**src/design/mfc_cfg.svh**
```systemverilog
`ifndef MFC_CFG_SVH
`define MFC_CFG_SVH

// Datapath widths.
`define MFC_DATA_W 12
`define MFC_COEF_W 10
`define MFC_CAS_W 16
`define MFC_PROD_W 22
`define MFC_ROW_W 24
`define MFC_SUM_W 27
`define MFC_TAPS 9

// Cascade word alignment against the sum of products (4 fraction bits).
`define MFC_CAS_FRAC 4
`define MFC_OUT_MSB 19
`define MFC_OUT_LSB 4
`define MFC_ROUND_VAL 27'h000_0008

// Coefficient write select codes.
`define MFC_CW_HOLD 2'h0
`define MFC_CW_TAP1 2'h1
`define MFC_CW_TAP2 2'h2
`define MFC_CW_TAP3 2'h3

// Clocks in the new configuration before the output is trusted again.
`define MFC_FLUSH_CYCLES 4'hd

// Register map and fields.
`define MFC_ADR_CTRL 8'h00
`define MFC_ADR_STATUS 8'h04
`define MFC_CTRL_CASZ_BIT 0
`define MFC_STAT_SETTLED_BIT 2
`define MFC_CTRL_RST 1'h0

`endif

```
**src/design/mfc_pkg.sv**
```systemverilog
package mfc_pkg;
	// Configuration select, in select code order 00, 01, 10, 11.
	typedef enum logic [1:0] {
		CFG_MATRIX,
		CFG_FIR9,
		CFG_CONV33,
		CFG_CONV42
	} config_t;
endpackage : mfc_pkg

```
**src/design/mfc_coef_bank.sv**
```systemverilog
`timescale 1ns/1ps
`include "mfc_cfg.svh"

// Nine coefficient registers, written one tap column at a time.
module mfc_coef_bank (
	input wire logic clock_i,
	input wire logic rst_i,
	input wire logic ce_i,
	input wire logic [1:0] coef_write_select_i,
	input wire logic [`MFC_COEF_W-1:0] coef_port_row_a_i,
	input wire logic [`MFC_COEF_W-1:0] coef_port_row_b_i,
	input wire logic [`MFC_COEF_W-1:0] coef_port_row_c_i,
	output logic [`MFC_TAPS*`MFC_COEF_W-1:0] coef_flat_o
);
	// Slot order per row is tap 3, tap 2, tap 1, matching the window.
	logic [`MFC_COEF_W-1:0] coef_r [0:`MFC_TAPS-1];
	logic [`MFC_COEF_W-1:0] row_port [0:2];

	assign row_port[0] = coef_port_row_a_i;
	assign row_port[1] = coef_port_row_b_i;
	assign row_port[2] = coef_port_row_c_i;

	// Each port feeds only its own row; the select picks the tap column.
	always_ff @(posedge clock_i or posedge rst_i) begin
		if (rst_i) begin
			for (int i = 0; i < `MFC_TAPS; i++) begin
				coef_r[i] <= '0;
			end
		end else if (ce_i && coef_write_select_i != `MFC_CW_HOLD) begin
			for (int r = 0; r < 3; r++) begin
				coef_r[r*3 + 3 - int'(coef_write_select_i)] <= row_port[r];
			end
		end
	end

	// Flatten for the datapath, slot 0 in the low bits.
	always_comb begin
		for (int i = 0; i < `MFC_TAPS; i++) begin
			coef_flat_o[i*`MFC_COEF_W +: `MFC_COEF_W] = coef_r[i];
		end
	end
endmodule : mfc_coef_bank

```
**src/design/mfc_convolver.sv**
```systemverilog
// The address map and the Wishbone interface to the registers were left to the implementer.
`timescale 1ns/1ps
`include "mfc_cfg.svh"

module mfc_convolver (
	input wire logic clock_i,
	input wire logic rst_i,
	input wire logic ce_i,
	input wire logic [1:0] config_select_i,
	input wire logic [1:0] coef_write_select_i,
	input wire logic [`MFC_DATA_W-1:0] data_a_i,
	input wire logic [`MFC_DATA_W-1:0] data_b_i,
	input wire logic [`MFC_DATA_W-1:0] data_c_i,
	input wire logic [`MFC_COEF_W-1:0] coef_port_row_a_i,
	input wire logic [`MFC_COEF_W-1:0] coef_port_row_b_i,
	input wire logic [`MFC_COEF_W-1:0] coef_port_row_c_i,
	input wire logic [11:0] shared_port_first_i,
	input wire logic [3:0] shared_port_mid_upper_i,
	output logic [3:0] shared_port_mid_lower_o,
	output logic [11:0] shared_port_last_o,
	input wire logic wb_cyc_i,
	input wire logic wb_stb_i,
	input wire logic wb_we_i,
	input wire logic [7:0] wb_adr_i,
	input wire logic [3:0] wb_sel_i,
	input wire logic [31:0] wb_dat_i,
	output logic [31:0] wb_dat_o,
	output logic wb_ack_o
);
	mfc_pkg::config_t config_r;
	logic [3:0] settle_cnt_r;
	logic casz_r;
	logic ack_r;
	logic [31:0] dat_r;
	logic signed [`MFC_DATA_W-1:0] win_r [0:`MFC_TAPS-1];
	logic signed [`MFC_DATA_W-1:0] b_dly_r [0:2];
	logic signed [`MFC_PROD_W-1:0] prod_r [0:`MFC_TAPS-1];
	logic signed [`MFC_ROW_W-1:0] psum_r [0:2];
	logic signed [`MFC_CAS_W-1:0] cas_in_r;
	logic signed [`MFC_CAS_W-1:0] cas_d_r;
	logic signed [`MFC_SUM_W-1:0] total_r;
	logic [`MFC_CAS_W-1:0] cas_out_r;
	logic [`MFC_TAPS*`MFC_COEF_W-1:0] coef_flat;
	logic [`MFC_CAS_W-1:0] cas_word;
	logic wb_req;

	// Signed 12-bit sample times signed 10-bit fraction, full precision.
	function automatic logic signed [`MFC_PROD_W-1:0] mul_tap(
		input logic signed [`MFC_DATA_W-1:0] d,
		input logic signed [`MFC_COEF_W-1:0] k
	);
		mul_tap = d * k;
	endfunction : mul_tap

	// Sign-extended sum of three products.
	function automatic logic signed [`MFC_ROW_W-1:0] add3(
		input logic signed [`MFC_PROD_W-1:0] p0,
		input logic signed [`MFC_PROD_W-1:0] p1,
		input logic signed [`MFC_PROD_W-1:0] p2
	);
		add3 = `MFC_ROW_W'(p0) + `MFC_ROW_W'(p1) + `MFC_ROW_W'(p2);
	endfunction : add3

	mfc_coef_bank u_coef (
		.clock_i(clock_i),
		.rst_i(rst_i),
		.ce_i(ce_i),
		.coef_write_select_i(coef_write_select_i),
		.coef_port_row_a_i(coef_port_row_a_i),
		.coef_port_row_b_i(coef_port_row_b_i),
		.coef_port_row_c_i(coef_port_row_c_i),
		.coef_flat_o(coef_flat)
	);

	// Cascade input word: first pins high, upper-mid pins low; can be zeroed by software.
	assign cas_word = casz_r ? '0 : {shared_port_first_i, shared_port_mid_upper_i};

	// Configuration select takes effect from the next edge.
	always_ff @(posedge clock_i or posedge rst_i) begin
		if (rst_i) begin
			config_r <= mfc_pkg::CFG_FIR9;
		end else if (ce_i) begin
			config_r <= mfc_pkg::config_t'(config_select_i);
		end
	end

	// Counts clocks spent in the current configuration until the pipeline is flushed.
	always_ff @(posedge clock_i or posedge rst_i) begin
		if (rst_i) begin
			settle_cnt_r <= '0;
		end else if (ce_i) begin
			if (config_select_i != config_r) begin
				settle_cnt_r <= '0;
			end else if (settle_cnt_r != `MFC_FLUSH_CYCLES) begin
				settle_cnt_r <= settle_cnt_r + 4'h1;
			end
		end
	end

	// Row B of the FIR is fed through three delays so it carries the older samples.
	always_ff @(posedge clock_i or posedge rst_i) begin
		if (rst_i) begin
			for (int i = 0; i < 3; i++) begin
				b_dly_r[i] <= '0;
			end
		end else if (ce_i) begin
			b_dly_r[0] <= data_b_i;
			b_dly_r[1] <= b_dly_r[0];
			b_dly_r[2] <= b_dly_r[1];
		end
	end

	// Multiplier input window; slot 0 is the newest sample of row A.
	always_ff @(posedge clock_i or posedge rst_i) begin
		if (rst_i) begin
			for (int i = 0; i < `MFC_TAPS; i++) begin
				win_r[i] <= '0;
			end
		end else if (ce_i) begin
			case (config_r)
				mfc_pkg::CFG_FIR9: begin
					win_r[0] <= data_a_i;
					win_r[1] <= win_r[0];
					win_r[2] <= win_r[1];
					win_r[3] <= b_dly_r[2];
					win_r[4] <= win_r[3];
					win_r[5] <= win_r[4];
					win_r[6] <= win_r[5];
					win_r[7] <= win_r[6];
					win_r[8] <= win_r[7];
				end
				mfc_pkg::CFG_CONV33: begin
					for (int r = 0; r < 3; r++) begin
						win_r[r*3+1] <= win_r[r*3];
						win_r[r*3+2] <= win_r[r*3+1];
					end
					win_r[0] <= data_a_i;
					win_r[3] <= data_b_i;
					win_r[6] <= data_c_i;
				end
				mfc_pkg::CFG_CONV42: begin
					win_r[0] <= data_a_i;
					win_r[1] <= win_r[0];
					win_r[2] <= win_r[1];
					win_r[6] <= win_r[2];
					win_r[3] <= data_b_i;
					win_r[4] <= win_r[3];
					win_r[5] <= win_r[4];
					win_r[8] <= win_r[5];
					win_r[7] <= '0;
				end
				default: begin
					win_r[0] <= data_a_i;
					win_r[3] <= data_b_i;
					win_r[6] <= data_c_i;
				end
			endcase
		end
	end

	// Stage 1: products and the captured cascade input.
	always_ff @(posedge clock_i or posedge rst_i) begin
		if (rst_i) begin
			for (int i = 0; i < `MFC_TAPS; i++) begin
				prod_r[i] <= '0;
			end
			cas_in_r <= '0;
		end else if (ce_i) begin
			for (int i = 0; i < `MFC_TAPS; i++) begin
				if (i == 7 && config_r == mfc_pkg::CFG_CONV42) begin
					prod_r[i] <= '0;
				end else begin
					prod_r[i] <= mul_tap(win_r[i], coef_flat[i*`MFC_COEF_W +: `MFC_COEF_W]);
				end
			end
			cas_in_r <= cas_word;
		end
	end

	// Stage 2: row sums, cascade input delayed alongside.
	always_ff @(posedge clock_i or posedge rst_i) begin
		if (rst_i) begin
			for (int r = 0; r < 3; r++) begin
				psum_r[r] <= '0;
			end
			cas_d_r <= '0;
		end else if (ce_i) begin
			for (int r = 0; r < 3; r++) begin
				psum_r[r] <= add3(prod_r[r*3], prod_r[r*3+1], prod_r[r*3+2]);
			end
			cas_d_r <= cas_in_r;
		end
	end

	// Stage 3: full sum, aligned cascade word and half-LSB rounding constant.
	always_ff @(posedge clock_i or posedge rst_i) begin
		if (rst_i) begin
			total_r <= '0;
		end else if (ce_i) begin
			total_r <= `MFC_SUM_W'(psum_r[0]) + `MFC_SUM_W'(psum_r[1]) + `MFC_SUM_W'(psum_r[2])
				+ `MFC_SUM_W'($signed({cas_d_r, 4'h0})) + `MFC_ROUND_VAL;
		end
	end

	// Stage 4: keep result bits 19:4, wrapping on overflow, every enabled clock.
	always_ff @(posedge clock_i or posedge rst_i) begin
		if (rst_i) begin
			cas_out_r <= '0;
		end else if (ce_i) begin
			cas_out_r <= total_r[`MFC_OUT_MSB:`MFC_OUT_LSB];
		end
	end

	// Cascade output word: last pins high, lower-mid pins low.
	assign shared_port_last_o = cas_out_r[15:4];
	assign shared_port_mid_lower_o = cas_out_r[3:0];

	// Register slave: one wait state, every address answered, unmapped reads zero.
	assign wb_req = wb_cyc_i && wb_stb_i && !ack_r;

	always_ff @(posedge clock_i or posedge rst_i) begin
		if (rst_i) begin
			ack_r <= 1'b0;
			dat_r <= '0;
			casz_r <= `MFC_CTRL_RST;
		end else if (ce_i) begin
			ack_r <= wb_req;
			if (wb_req && wb_we_i && wb_sel_i[0] && wb_adr_i == `MFC_ADR_CTRL) begin
				casz_r <= wb_dat_i[`MFC_CTRL_CASZ_BIT];
			end
			if (wb_req && !wb_we_i) begin
				if (wb_adr_i == `MFC_ADR_CTRL) begin
					dat_r <= {31'h0000_0000, casz_r};
				end else if (wb_adr_i == `MFC_ADR_STATUS) begin
					dat_r <= {29'h0000_0000, settle_cnt_r == `MFC_FLUSH_CYCLES, config_r};
				end else begin
					dat_r <= '0;
				end
			end
		end
	end

	assign wb_ack_o = ack_r;
	assign wb_dat_o = dat_r;
endmodule : mfc_convolver

```
**config.mk**
```make
export PLATFORM = sky130hd
export DESIGN_NAME = mfc_convolver
export DESIGN_NICKNAME = d
export VERILOG_FILES = /design/src/design/mfc_pkg.sv /design/src/design/mfc_coef_bank.sv /design/src/design/mfc_convolver.sv
export VERILOG_INCLUDE_DIRS = /design/src /design/src/design
export SDC_FILE = /design/constraint.sdc
export NUM_CORES = 2
export LEC_CHECK = 0
export BUFFER_PORTS_ARGS = -buffer_cell sky130_fd_sc_hd__buf_4
export CORE_ASPECT_RATIO = 1.1
export CORE_UTILIZATION = 30
export DETAILED_ROUTE_END_ITERATION = 16
export GPL_TIMING_DRIVEN = 0
export PLACE_DENSITY = 0.52
export RECOVER_POWER = 50
export SYNTH_ARGS = -nofsm -noshare
export SYNTH_HDL_FRONTEND = slang
export SYNTH_HIERARCHICAL = 1
export SYNTH_SLANG_ARGS = --single-unit
export TNS_END_PERCENT = 5
```
**constraint.sdc**
```tcl
create_clock -name clock_i -period 26.4 [get_ports clock_i]
set_input_delay 5.28 -clock clock_i [delete_from_list [all_inputs] [get_ports clock_i]]
set_output_delay 5.28 -clock clock_i [all_outputs]
set_load 0.1 [all_outputs]
```
======== After elaboration in Yosys (flattened, before gate mapping) ========
Index checks and enable logic that the tools add are counted.
Widths: inputs -> output; s select.
word-level totals
  bits in registers ....................... 582
  bits of input ports ..................... 136
  output and inout bits ................... 49
  word-level logic and storage cells ...... 122
operators by class
  add/sub/neg operators ................... 14
  multiply operators ...................... 9
  $lt $le $gt $ge ......................... 6
  equality and inequality tests ........... 7
  multiplexer cells ....................... 18
  bitwise logic cells ..................... 3
  reduce and logical (&&, ||, !) cells .... 23
operators with widths
  cell                   number
  $bwmux 90              3
  $add 20x20->20         9
  $mul 12x10->20         9
  $demux 10 s4           3
  $ge 32x5->1 const B    3
  $lt 32x1->1 const B    3
  $not 32->32            3
  $pmux 24 s2            1
  $mux 10                3
  $pmux 12 s2            1
  $add 20x4->20 const B  1
  $mux 20                1
  $mux 16                1
  $mux 12                1
  $logic_and 1x1->1      10
  $reduce_and 2->1       5
  $eq 8x3->1 const B     1
  $logic_not 8->1        1
  $mux 4                 2
  $mux 3                 2
  $reduce_bool 2->1      3
  $sub 4x2->5 const A    1
  $add 4x1->4 const B    1
  $eq 2x2->1 const B     2
  9 further kinds        10

======== Logic depth before layout (Yosys ltp) ========
  word-level depth ........................ 9
  mapped depth ............................ 21
  gate-level depth less buffers ........... 20

======== By module ========
The synthesis kept the hierarchy.
by module, submodules not included
  module         instances  cells an instance  area each (µm²)  seq. area each (µm²)
  mfc_convolver  1          6333               61328.8          11487.3
  mfc_coef_bank  1          404                3858.7           2252.2

======== Least setup slack after synthesis ========
Ideal clock, no wire load.
  kind .................................... input-to-reg
  start ................................... input port ce_i
  end ..................................... register win_r[36] in the netlist's numbering
  library setup time ...................... 0.125 ns
  arrival time ............................ 6.589 ns
  required time ........................... 26.275 ns
  setup slack ............................. 19.687 ns
  cell stages on the path ................. 5
  path buffers ............................ 3
  cell sequence ........................... clkbuf_1 o21ai_0 clkbuf_1 clkbuf_1 mux2_2
on the way
  word-level cells in the longest chain between the ends .. 1
ends and longest elaborated chain
  element                        line                  RTL
  start, declared                mfc_convolver.sv:8    input wire logic ce_i,
  $reduce_and 2->1 (no line)     -
  end signal, assigned by index  mfc_convolver.sv:134  win_r[r*3+1] <= win_r[r*3];
  end signal, assigned by index  mfc_convolver.sv:135  win_r[r*3+2] <= win_r[r*3+1];
  end, declared                  mfc_convolver.sv:35   logic signed [`MFC_DATA_W-1:0] win_r [0:`MFC_TAPS-1];
No other way between the ends.
A chain may end at the register's enable or synchronous reset.

==> results.json <==
{
  "status": "finished, violations left",
  "violations": "max-capacitance violations, max-slew violations",
  "synth-xor-area-share": 0.0375,
  "numCtsBuffers": 75,
  "synth_top_area_cell": "fa_1",
  "cts.htree.levels": 3,
  "ys.flop_type": "dfrtp_1",
  "worstSkewPairLatency_ns": 0.71,
  "syn-cell-area_sq_um": 65200,
  "slew_headroom": -3.46,
  "synth_compound_area_frac": 0.0660,
  "slew_violations": 407,
  "utilization": 0.335,
  "grt_max_degree": 123,
  "ant_nets": 0,
  "fp-row-count": 179,
  "yosysMostFrequentCell": "inv_1",
  "grt.overflow.total": 0,
  "ctsHoldBuffers": 0,
  "drive_gt1_frac": 0.0858,
  "synth_fa_ha_area_frac": 0.400,
  "avgViaCountPerCell": 4.76,
  "synthCells": 6737,
  "synth_top_family_by_area": "adder cells",
  "grt_usage": 0.189,
  "cts_resized": 0,
  "crit_path_max_fanout": 118,
  "postCtsSetupBuffers": 0,
  "drc": 0,
  "critPathKind": "in -> async",
  "synthTopCellsByArea": "fa_1 (30%), dfrtp_1 (21%), ha_1 (10%)",
  "setup_violations": 0,
  "setup_tns_ns": 0,
  "worstMarginPinSlew_ns": 6.70,
  "cts.sinks": 549,
  "rsz0062_at_grt": "no",
  "die_x_microns": 446,
  "die_area_sq_um": 219000,
  "wl_per_cell_microns": 20.4,
  "areaGrowthSynthToFinish_pct": 11.2,
  "hold_path_class": "reg -> reg",
  "port_buffers": 121,
  "nNetsFinal": 8603,
  "drtIter0Drc": 3084,
  "clockBufferDepth": 3,
  "yosys.area_share.simple": 0.133,
  "drv_cap": 6,
  "grt_first_pass_wirelength_microns": 311000,
  "grt_pass1_vias": 50800,
  "cts_tree": "done",
  "cp-end-kind": "asynchronous set/reset pin",
  "synth_edf_count": 0,
  "initial_utilization": 0.302,
  "ys_seq_area_frac": 0.211,
  "chipHeight_microns": 491,
  "num-fill-cells": 22400,
  "synthArstFlopShare": 1.00,
  "worst_ep_required_time_ns": 26.15,
  "avgSynthCellArea_sq_um": 9.68,
  "routed_wl_microns": 203000,
  "period_share": 0.584,
  "fmax_ghz": 0.0649,
  "grt_antenna_before_repair": 14,
  "ys_seq_elements": 549,
  "fin_skew_ns": 0.0480,
  "layout_min_cycle_time_ns": 15.42,
  "ctsRootBufferMaster": "clkbuf_16",
  "start_kind": "input port",
  "dr.pass1.iters": 5,
  "clk_pin_slew_ns": 0.05,
  "gp_congestion": 0.904,
  "synth_common_cells": "inv_1 (1229), fa_1 (975), nand2_1 (854)",
  "muxShareOfSynthArea": 0.0609,
  "dp_hpwl_microns": 165000,
  "synth_cell_types": 83,
  "io_pins": 185,
  "synth_top_area_share": 0.299,
  "core_sq_um": 216000,
  "hold_viol": 0,
  "ys_warn_count": 6,
  "route.vias.total": 47300,
  "arrival_ns": 15.16
}
metal layers:
layer | up-vias | track usage | routed length [microns]
met3 | 303 | 0.0214 | 9610
li1 | 21500 | - | -
met4 | 0 | 0.0783 | 9270
met1 | 24300 | 0.243 | 85700
met2 | 1172 | 0.320 | 98100
met5 | - | 0 | 0
worst max-delay path: stages:
cell,delay (ns)
clkbuf_1,0.10
clkinvlp_2,1.50
clkbuf_1,4.66
clkbuf_1,3.39
cell usage in the layout (no fill, tap or decap), types with 34 or more instances in the layout:
| cell type | instances |
|---|---|
| nor2b_1 | 64 |
| and2_1 | 400 |
| buf_4 | 149 |
| nand2_1 | 854 |
| xor2_1 | 64 |
| nor3_1 | 79 |
| a21oi_1 | 164 |
| inv_1 | 1227 |
| nor2_1 | 206 |
| dfrtp_1 | 548 |
| nand2b_1 | 47 |
| fa_1 | 975 |
| mux2i_1 | 59 |
| clkbuf_16 | 76 |
| and3_1 | 34 |
| xnor2_1 | 215 |
| ha_1 | 522 |
| nand3_1 | 86 |
| mux2_2 | 295 |
| a21o_1 | 63 |
| o21ai_0 | 125 |
| clkbuf_1 | 287 |
sequential cells by signal, summed over array words and instances, names as in the netlist:
register and flops:
config_r 2, cas_d_r 16, b_dly_r 36, cas_out_r 16, u_coef/coef_flat_o 90, wb_dat_o 3, wb_ack_o 1, psum_r 60
win_r 108, casz_r 1, prod_r 180, cas_in_r 16, total_r 16, settle_cnt_r 4
path summary, 6_finish.rpt:
kind | startpoint | end | slack [ns] | depth (start not counted)
max in group clock_i | ce_i | prod_r[38] | 16.87 | 8
min in group asynchronous | rst_i | u_coef/coef_flat_o[6] | 4.92 | 2
setup reg to reg | u_coef/coef_flat_o[1] | prod_r[195] | 19.94 | 21
hold / removal | wb_dat_o[2] | wb_dat_o[2] | 0.48 | 2
setup / recovery | rst_i | cas_out_r[10] | 10.98 | 4
hold reg to reg | wb_dat_o[2] | wb_dat_o[2] | 0.48 | 2
final cells by class:
class / instances / area (sq um) / area share
flip-flops and latches: 549 / 13700 / 0.190
clock inverters: 41 / 527 / 0.00727
well taps: 2896 / 3620 / 0.0500
multi-input cells: 4655 / 45600 / 0.629
clock buffers: 95 / 2060 / 0.0285
plain buffers: 329 / 1360 / 0.0188
repair buffers: 128 / 973 / 0.0134
diodes: 2 / 5.00 / 0.0000690
inverters: 1232 / 4630 / 0.0638
metrics by stage:
stage | setup WS (ns) | instances | hold slack [ns] | instance area (sq um)
6_report | 10.98 | 9927 | 0.484 | 72500
5_1_grt | 9.03 | 9925 | 0.515 | 72500
4_1_cts | 16.95 | 9924 | 0.493 | 72600
3_5_place_dp | 16.20 | 9788 | 0.483 | 70000
3_3_place_gp | 1.84 | 9782 | 0.472 | 69800
2_1_floorplan | 8.32 | 6765 | 0.446 | 65300
cell families after synthesis:
family | count (synthesis)
xor+xnor | 279
other cells | 1
simple gates | 1840
fa+ha+maj | 1497
mux | 359
flops | 549
buf+inv | 1561
compound gates | 651
Power is not shown: default switching activity piles up to over one toggle a cycle in this logic, so the estimate is an artifact.
